<file path="config.mk">
export PLATFORM = sky130hd
export DESIGN_NAME = ipfd_top
export DESIGN_NICKNAME = d
export VERILOG_FILES = /design/src/rtl/ipfd_pkg.sv /design/src/rtl/ipfd_top.sv
export SDC_FILE = /design/constraint.sdc
export NUM_CORES = 1
export LEC_CHECK = 0
export ABC_AREA = 1
export BUFFER_PORTS_ARGS = -buffer_cell sky130_fd_sc_hd__clkbuf_2
export CORE_ASPECT_RATIO = 1.5
export CORE_MARGIN = 2
export CORE_UTILIZATION = 25
export DETAILED_ROUTE_END_ITERATION = 7
export GPL_ROUTABILITY_DRIVEN = 0
export PLACE_DENSITY = 0.47
export SLEW_MARGIN = 20
export SYNTH_ARGS = -nofsm -noshare
export SYNTH_HDL_FRONTEND = slang
export SYNTH_SLANG_ARGS = --single-unit
</file>
<file path="constraint.sdc">
create_clock -name hclk -period 2.9 [get_ports hclk]
set_clock_uncertainty 0.1 [all_clocks]
set_input_delay 0 -clock hclk [delete_from_list [all_inputs] [get_ports hclk]]
set_output_delay 0 -clock hclk [all_outputs]
set_load 0.1 [all_outputs]
</file>
<file path="src/rtl/ipfd_pkg.sv">
/*
 priority field decode package: register indices and byte addresses,
 field positions, reset values, write masks and the priority encoding.
 assumes a 32-bit ahb-lite slave with registers on aligned words.
*/
`default_nettype none
package ipfd_pkg;
  // printed offsets are word indices, byte address is four times each
  localparam int unsigned IPFD_REG_THREE_IDX = 3;
  localparam int unsigned IPFD_REG_FOUR_IDX = 4;
  localparam logic [7:0] IPFD_REG_THREE_ADDR = 8'(IPFD_REG_THREE_IDX * 4);
  localparam logic [7:0] IPFD_REG_FOUR_ADDR = 8'(IPFD_REG_FOUR_IDX * 4);
  localparam int unsigned IPFD_REG_W = 16;

  localparam logic [15:0] IPFD_REG_THREE_RST = 16'h0000;
  localparam logic [15:0] IPFD_REG_FOUR_RST = 16'h0000;
  // reserved spans are not writable and read as zero
  localparam logic [15:0] IPFD_REG_THREE_MASK = 16'hf0ff;
  localparam logic [15:0] IPFD_REG_FOUR_MASK = 16'hf00f;

  // request sources, index into the request and forward vectors
  localparam int unsigned IPFD_NSRC = 10;
  localparam int unsigned IPFD_SRC_DMA3 = 0;
  localparam int unsigned IPFD_SRC_DMA2 = 1;
  localparam int unsigned IPFD_SRC_DMA1 = 2;
  localparam int unsigned IPFD_SRC_DMA0 = 3;
  localparam int unsigned IPFD_SRC_CAN_ERR = 4;
  localparam int unsigned IPFD_SRC_CAN_TXW = 5;
  localparam int unsigned IPFD_SRC_CAN_RXW = 6;
  localparam int unsigned IPFD_SRC_CAN_WAKE = 7;
  localparam int unsigned IPFD_SRC_SER1_RXE = 8;
  localparam int unsigned IPFD_SRC_SER1_RXF = 9;
  // field low bit of each source inside its register
  localparam int unsigned IPFD_SRC_LSB [IPFD_NSRC] = '{0, 2, 4, 6, 12, 14, 0, 2, 12, 14};
  // set where the source's field lives in register four
  localparam logic [IPFD_NSRC-1:0] IPFD_SRC_IN_FOUR = 10'h3c0;

  typedef enum logic [1:0] {
    IPFD_PRIO_OFF = 2'h0,
    IPFD_PRIO_L0 = 2'h1,
    IPFD_PRIO_L1 = 2'h2,
    IPFD_PRIO_L2 = 2'h3
  } ipfd_prio_t;

  localparam int unsigned IPFD_NLVL = 3;
endpackage
`default_nettype wire

</file>
<file path="src/rtl/ipfd_top.sv">
/*
 priority register pair (three and four) with per-source decode into
 three core priority levels, reached over ahb-lite.
 assumes peripheral request lines are levels on hclk, single word transfers.
*/
// The AHB-Lite register port was chosen for this implementation.
`default_nettype none
// What this block does
// - field codes off, level zero, one, two
// - requests reach only levels zero to two
// - all fields reset to disabled
// - register four bits 15:14 serial1 rx full
// - register four bits 13:12 serial1 rx error
// - register four bits 11:4 reserved
// - register four bits 3:2 bus wakeup
// - register four holds bus rx warning field
// - register three holds dma channel 3 field
// - register three bits 3:2 dma channel 2
module ipfd_top
  import ipfd_pkg::*;
(
  input wire logic hclk,
  input wire logic hresetn,
  input wire logic hsel,
  input wire logic [31:0] haddr,
  input wire logic [1:0] htrans,
  input wire logic hwrite,
  input wire logic [2:0] hsize,
  input wire logic [31:0] hwdata,
  input wire logic hready,
  output logic hreadyout,
  output logic hresp,
  output logic [31:0] hrdata,
  input wire logic [IPFD_NSRC-1:0] periph_req,
  output logic [IPFD_NSRC-1:0] fwd_req,
  output logic [IPFD_NLVL-1:0] core_lvl_req,
  output logic core_irq_valid,
  output logic [1:0] core_irq_level
);

  function automatic logic [IPFD_NLVL-1:0] prio_onehot(input logic [1:0] f);
    case (f)
      IPFD_PRIO_L0: prio_onehot = 3'h1;
      IPFD_PRIO_L1: prio_onehot = 3'h2;
      IPFD_PRIO_L2: prio_onehot = 3'h4;
      default: prio_onehot = 3'h0;
    endcase
  endfunction

  logic [15:0] ipr3_q, ipr3_d;
  logic [15:0] ipr4_q, ipr4_d;
  logic wr_pend_q, wr_pend_d;
  logic [7:0] wr_addr_q, wr_addr_d;
  logic [31:0] rdata_q, rdata_d;
  logic acc;
  logic [IPFD_NSRC-1:0] fwd_q, fwd_d;
  logic [IPFD_NLVL-1:0] lvl_q, lvl_d;
  logic valid_q, valid_d;
  logic [1:0] level_q, level_d;
  logic [IPFD_NLVL-1:0] hit [IPFD_NSRC];
  logic hsize_unused;

  // zero wait state, always okay; size is assumed to be a full word
  assign acc = hsel && hready && htrans[1];
  assign hreadyout = 1'b1;
  assign hresp = 1'b0;
  assign hrdata = rdata_q;
  assign hsize_unused = ^hsize;

  always_comb begin
    ipr3_d = ipr3_q;
    ipr4_d = ipr4_q;
    // write lands in the data phase; reserved bits are masked off
    if (wr_pend_q && wr_addr_q == IPFD_REG_THREE_ADDR) begin
      ipr3_d = hwdata[15:0] & IPFD_REG_THREE_MASK;
    end
    if (wr_pend_q && wr_addr_q == IPFD_REG_FOUR_ADDR) begin
      ipr4_d = hwdata[15:0] & IPFD_REG_FOUR_MASK;
    end
    wr_pend_d = acc && hwrite;
    wr_addr_d = acc ? haddr[7:0] : wr_addr_q;
    // read sampled from next values so a write just before is seen
    rdata_d = 32'h0000_0000;
    if (acc && !hwrite) begin
      if (haddr[7:0] == IPFD_REG_THREE_ADDR) begin
        rdata_d = {16'h0000, ipr3_d};
      end else if (haddr[7:0] == IPFD_REG_FOUR_ADDR) begin
        rdata_d = {16'h0000, ipr4_d};
      end
    end
  end

  always_ff @(posedge hclk or negedge hresetn) begin
    if (!hresetn) begin
      ipr3_q <= IPFD_REG_THREE_RST;
      ipr4_q <= IPFD_REG_FOUR_RST;
      wr_pend_q <= 1'b0;
      wr_addr_q <= 8'h00;
      rdata_q <= 32'h0000_0000;
    end else begin
      ipr3_q <= ipr3_d;
      ipr4_q <= ipr4_d;
      wr_pend_q <= wr_pend_d;
      wr_addr_q <= wr_addr_d;
      rdata_q <= rdata_d;
    end
  end

  // per-source decode of its field into a one-hot level
  generate
    for (genvar i = 0; i < IPFD_NSRC; i++) begin : g_src
      logic [1:0] fld;
      assign fld = IPFD_SRC_IN_FOUR[i] ? ipr4_q[IPFD_SRC_LSB[i] +: 2] : ipr3_q[IPFD_SRC_LSB[i] +: 2];
      assign hit[i] = periph_req[i] ? prio_onehot(fld) : 3'h0;
    end
  endgenerate

  always_comb begin
    lvl_d = 3'h0;
    fwd_d = '0;
    for (int i = 0; i < IPFD_NSRC; i++) begin
      lvl_d = lvl_d | hit[i];
      fwd_d[i] = |hit[i];
    end
    valid_d = |lvl_d;
    // highest level wins; no encoding above level two exists
    if (lvl_d[2]) begin
      level_d = 2'h2;
    end else if (lvl_d[1]) begin
      level_d = 2'h1;
    end else begin
      level_d = 2'h0;
    end
  end

  always_ff @(posedge hclk or negedge hresetn) begin
    if (!hresetn) begin
      fwd_q <= '0;
      lvl_q <= 3'h0;
      valid_q <= 1'b0;
      level_q <= 2'h0;
    end else begin
      fwd_q <= fwd_d;
      lvl_q <= lvl_d;
      valid_q <= valid_d;
      level_q <= level_d;
    end
  end

  assign fwd_req = fwd_q;
  assign core_lvl_req = lvl_q;
  assign core_irq_valid = valid_q;
  assign core_irq_level = level_q;

  // checks
  logic first_q;
  always_ff @(posedge hclk or negedge hresetn) begin
    if (!hresetn) begin
      first_q <= 1'b1;
    end else begin
      first_q <= 1'b0;
    end
  end
endmodule // ipfd_top
`default_nettype wire

</file>
==> impl_metrics.ini, run 1 <==
[outcome]
outcome = completed

[timing]
slew_headroom_pct = 38.6
whs_ns = 0.156
max_freq_ghz = 0.521
max_slew.worst_pin.slew_ns = 0.921
fin_tns_setup_ns = 0
maxSlewViolCount = 0
setup_violations = 0
grt_setup_unrepaired = false
hold_viol = 0
fin_crit_sh_pct = 66.2
period_minus_slack_ns = 1.92

[setup_path]
crit_buf_inv = 1
max_stage_delay_ns = 0.49
endpoint_kind = flop
crit_type = reg -> reg
rrSetupSlack_ns = 0.98
start_kind = flop
regToRegEndpoint = hrdata[2]
path_cells = inv_1, nand2_1, nor2_4, nand2_4, nand2_1, nand3_1, a21oi_1
cp_slowest_cell = nor2_4
path_delay_family = simple AND/OR/NAND/NOR gates
rr_startpoint = wr_addr_q[7]
worstPathRequired_ns = 3.01
cp.depth = 7
worstPathArrival_ns = 2.03
crit_end = hrdata[2]
worstSetupStartpoint = wr_addr_q[7]
r2r_cells = 7
cp_common_cell = nand2_1
path_max_fanout = 22

[final_layout]
fill_cells = 1372
post-route-util_pct = 33.3
n_antenna_cell = 0
regArea_um2 = 1800
nNetsFinal = 569
syn_to_final_growth_pct = 31.2
layout-drive-gt1-share_pct = 21.0
multi_input_area_um2 = 1220

[route]
drt_first_pass_iters = 4
post_drt_wl_per_cell_um = 12.6
ant_nets = 0
drt_iter0_drc = 90
via_count = 2756
routed_wl_um = 8250
drc = 0
via_per_inst = 4.23

[synth]
syn_inst = 386
async_flop_share_pct = 100
yosysMostFrequentCell = nand3_1
synth_compound_area_share_pct = 4.39
yosys.area_share.simple_pct = 29.7
synthXorXnorAreaFrac_pct = 0
synth.area.top_cells = dfrtp_1 53%, nand3_1 11%, inv_1 6.1%
synth_cell_types = 22
synth_warnings = 0
synthMuxAreaShare_pct = 0
synth_fa_ha_area_share_pct = 0
synth_top_area_share_pct = 53.2
synth_common_cells = 75 x nand3_1, 72 x dfrtp_1, 55 x inv_1, 39 x nand2_1, 37 x nor2_1
synth_seq_cells = 72
yosysSeqAreaShare_pct = 53.2
synth_ff_type = dfrtp_1
synth_area_per_cell_um2 = 8.78
synth_top_family_by_area = simple AND/OR/NAND/NOR gates
synth_edf_count = 0
yosys.area.top_type = dfrtp_1
netlist_area_um2 = 3390

[global_routing]
grt.total_usage_pct = 12.3
grt_overflow_total = 0
grt_max_degree = 73
grt_pass1_vias = 2802
grt_pass1_wl_um = 13700
antenna_found_initial = 0

[floorplanning]
row_count = 52
core-area_um2 = 13300
die-area_um2 = 14500
initial_core_util_pct = 25.4
fp.dieW_um = 99.1
die_h_um = 147
ios = 134

[clock_network]
cts_tree = built
path_clk_slew_ns = 0.06
cts_buffers = 9
insertion_delay_ns = 0.33
cts_resized = 0
h-tree-depth = 3
clock_tree.root_cell = clkbuf_16
cts_buffer_depth = 2
cts_sinks = 72

[power_and_ir_drop]
p_sw_mw = 0.655
p_seq_share_pct = 40.3
power_frac_comb_pct = 11.5
p_leak_nw = 2.34
power_density_nw_per_um2 = 583
ir_drop_mv = 0.207
clkPwrFrac_pct = 48.2
intPower_mw = 1.94
p_sw_share_pct = 25.2

[placement]
numPortBuffers = 67
hpwl_um = 5870

[hold_path]
worstHoldPathType = in -> reg

[flow_run]
drv_cap = 0
## timing repair
item                       in CTS  in global routing
hold buffers                   32                  0
setup endpoints to repair       0                  0
setup buffers                   0                  0
hold endpoints to repair      118                  0
## power by group through the flow
stage / sequential [mW] / combinational, mW / clock [mW]
final: 1.04 / 0.298 / 1.25
after global routing: 1.05 / 0.321 / 1.33
after CTS: 1.04 / 0.302 / 1.29
after detailed placement: 1.06 / 0.267 / 0
after global placement: 1.06 / 0.264 / 0
after floorplan: 1.10 / 0.176 / 0
## cell families after synthesis
group / Yosys count
AO/OA/AOI/OAI: 28
buffers and inverters: 86
flip-flops: 72
other: 2
AND/OR/NAND/NOR: 198
## state kept, by name, indices dropped and copies added (netlist names)
register / cells
core_irq_level: 2
wr_pend_q: 1
ipr4_q: 16
fwd_req: 10
ipr3_q: 16
wr_addr_q: 8
core_irq_valid: 1
hrdata: 16
core_lvl_req: 2
## metrics by stage
stage	total power [mW]	area, um^2	instances	worst slack [ns]
6_report	2.59	4450	652	0.979
5_1_grt	2.70	4450	652	0.778
4_1_cts	2.64	4450	652	0.945
3_5_place_dp	1.33	3790	604	0.962
3_3_place_gp	1.33	3790	604	0.973
2_1_floorplan	1.28	3450	402	1.48
## tightest hold or removal path: stages
cell and delay (ns):
clkbuf_2 0.09, nand3_1 0.39, nor2_1 0.07
## per-layer routing
layer | track usage [%] | wire [um]
met1 | 14.0 | 3360
met4 | 5.82 | 209
met5 | 0 | 0
met3 | 3.64 | 496
met2 | 20.8 | 4180
## area by class of cell
cell class                      instances  area share [%]
Multi-Input combinational cell        244            27.5
Sequential cell                        72            40.5
Inverter                               58            4.90
Clock inverter                          6            2.42
Clock buffer                           10            5.15
Timing Repair Buffer                  100            14.9
Tap cell                              162            4.56
## how the worst min path moves through the flow
stage | endpoint | cells after the start | from | slack (ns)
CTS | wr_pend_q | 3 | htrans[1] | 0.14
global placement | wr_pend_q | 3 | hwrite | 0.12
global route | wr_pend_q | 3 | htrans[1] | 0.24
floorplan | core_irq_level[0] | 0 | hresetn | -0.40
detailed placement | wr_pend_q | 3 | hwrite | 0.13
finish | wr_pend_q | 3 | htrans[1] | 0.16
## cells in the final DEF, fill, tap and decap left out
cell type | synthesis | layout
inv_2 | 3 | 3
nor2_1 | 37 | 37
a21oi_2 | 1 | 1
nand2_2 | 6 | 6
buf_4 | 22 | 1
dfrtp_1 | 72 | 72
conb_1 | 2 | 18
inv_1 | 55 | 55
bufinv_16 | 0 | 3
clkinvlp_4 | 0 | 1
dlygate4sd3_1 | 0 | 32
nand3_2 | 2 | 2
clkinv_2 | 0 | 2
and2_1 | 20 | 20
buf_2 | 2 | 1
clkbuf_16 | 0 | 9
nand4_1 | 7 | 7
o21ai_0 | 4 | 4
nor2_4 | 5 | 5
clkbuf_1 | 2 | 1
a21oi_1 | 21 | 21
clkbuf_2 | 0 | 66
nand3b_1 | 4 | 4
nand2_4 | 3 | 3
nand2_1 | 39 | 39
nand3_1 | 75 | 75
o21a_1 | 2 | 2
Note: power is estimated with default switching activity, not from simulation.
==> inputs of run 2 (changes only) <==
- PLACE_DENSITY: 0.47 -> 0.48
- clock period: 2.9 -> 1.75 ns (I/O delays scaled with it)
==> impl_metrics.ini, run 2 (same netlist as run 1, synthesis figures left out) <==
[global_routing]
grt_overflow_total = 0
antenna_found_initial = 0
grt.total_usage_pct = 11.8
grt_pass1_wl_um = 13400
grt_max_degree = 73
grt_pass1_vias = 2767

[timing]
max_slew.worst_pin.slew_ns = 0.557
hold_viol = 0
setup_ws_ns = 0.260
slew_headroom_pct = 63.0
fin_crit_sh_pct = 85.2
grt_setup_unrepaired = false
period_minus_slack_ns = 1.49
maxSlewViolCount = 0
setup_violations = 0
max_freq_ghz = 0.671
fin_tns_setup_ns = 0

[flow_run]
drv_cap = 0

[floorplanning]
ios = 134
fp.dieW_um = 99.1
die_h_um = 147
row_count = 52
core-area_um2 = 13300
initial_core_util_pct = 25.4
die-area_um2 = 14500

[final_layout]
fill_cells = 1388
layout-drive-gt1-share_pct = 21.7
nNetsFinal = 574
final_cell_mix = 75 x nand3_1, 72 x dfrtp_1, 66 x clkbuf_2, 55 x inv_1, 39 x nand2_1
fin_area_um2 = 4480
n_antenna_cell = 0
syn_to_final_growth_pct = 32.2
final_common_cell = nand3_1
final-instance-count-excl-fill = 656
post-route-util_pct = 33.6

[power_and_ir_drop]
clkPwrFrac_pct = 47.1
p_leak_nw = 2.37
power_density_nw_per_um2 = 942
p_sw_mw = 1.07
ir_drop_mv = 0.335
p_sw_share_pct = 25.4
power_frac_comb_pct = 11.8
intPower_mw = 3.15
p_seq_share_pct = 41.0

[route]
drc = 0
drt_first_pass_iters = 4
ant_nets = 0
post_drt_wl_per_cell_um = 12.5
drt_iter0_drc = 140
via_per_inst = 4.18
via_count = 2740
routed_wl_um = 8170

[clock_network]
cts_tree = built
cts_buffer_depth = 2
cts_sinks = 72
path_clk_slew_ns = 0.05
h-tree-depth = 3
clock_tree.root_cell = clkbuf_16
insertion_delay_ns = 0.33
cts_buffers = 9
post_cts_buffers = 0

[setup_path]
path_max_fanout = 16
endpoint_kind = flop
rr_startpoint = wr_addr_q[5]
worstSetupStartpoint = haddr[5]
worstPathRequired_ns = 1.88
worstPathArrival_ns = 1.62
crit_type = in -> reg
start_kind = primary input

[hold_path]
min-delay-start = hready
worstHoldPathType = in -> reg

[placement]
numPortBuffers = 67
place_area_um2 = 3840
pre_cts_ws_ns = 0.228
hpwl_um = 5930
dp.cells = 609

[outcome]
outcome = completed
run 2: cell count changes in the layout (fill, tap and decap cells not counted), sizes merged:
cell and change:
buf +5, bufinv -1, clkbuf +2, clkinv -1, clkinvlp -1
run 2: per-stage QoR:
stage               hold slack [ns]  total power [mW]
detailed placement          -0.0361              2.21
floorplan                    -0.396              2.12
CTS                          0.0539              4.28
finish                       0.0533              4.22
global route                 0.0923              4.39
global placement            -0.0406              2.20
run 2: layout make-up:
cell class / count / area, um^2 / share of cell area (%)
timing repair buffer: 105 / 713 / 15.9
tap: 162 / 203 / 4.52
clock buffer: 12 / 256 / 5.72
multi-input combinational: 244 / 1220 / 27.3
sequential: 72 / 1800 / 40.2
clock inverter: 3 / 65.1 / 1.45
inverter: 58 / 218 / 4.86
run 2: final timing paths:
path,depth (start not counted),end,slack [ns]
worst min-delay path,4,hrdata[14],0.05
worst min register to register,2,ipr4_q[11],0.39
min in group asynchronous,3,wr_pend_q,0.10
worst max-delay path,7,hrdata[9],0.26
max in group asynchronous,3,ipr3_q[15],1.10
worst max register to register,7,hrdata[2],0.26
run 2: layer usage:
| layer | track usage, % | wire length, um | up-vias |
|---|---|---|---|
| met5 | 0 | 0 | - |
| met4 | 6.71 | 275 | 0 |
| met3 | 2.73 | 424 | 20 |
| met2 | 20.5 | 4090 | 84 |
| met1 | 13.2 | 3380 | 1238 |
| li1 | - | - | 1398 |
run 2: power by group through the flow:
stage / clock network (mW) / logic, mW / registers [mW]
final: 1.99 / 0.500 / 1.73
after global routing: 2.11 / 0.541 / 1.74
after CTS: 2.04 / 0.507 / 1.73
after detailed placement: 0 / 0.450 / 1.76
after global placement: 0 / 0.445 / 1.76
after floorplan: 0 / 0.291 / 1.82
run 2: what timing repair did:
action                                 in CTS  in global routing
resized for setup                           0                  0
hold buffers                               32                  0
endpoints found under the hold margin     116                  0
run 2: critical path, cell delays in order:
cell	delay, ns
dlygate4sd3_1	0.53
clkbuf_2	0.10
inv_1	0.07
nand4_1	0.16
nor2_4	0.37
nand3_1	0.12
a21oi_1	0.25
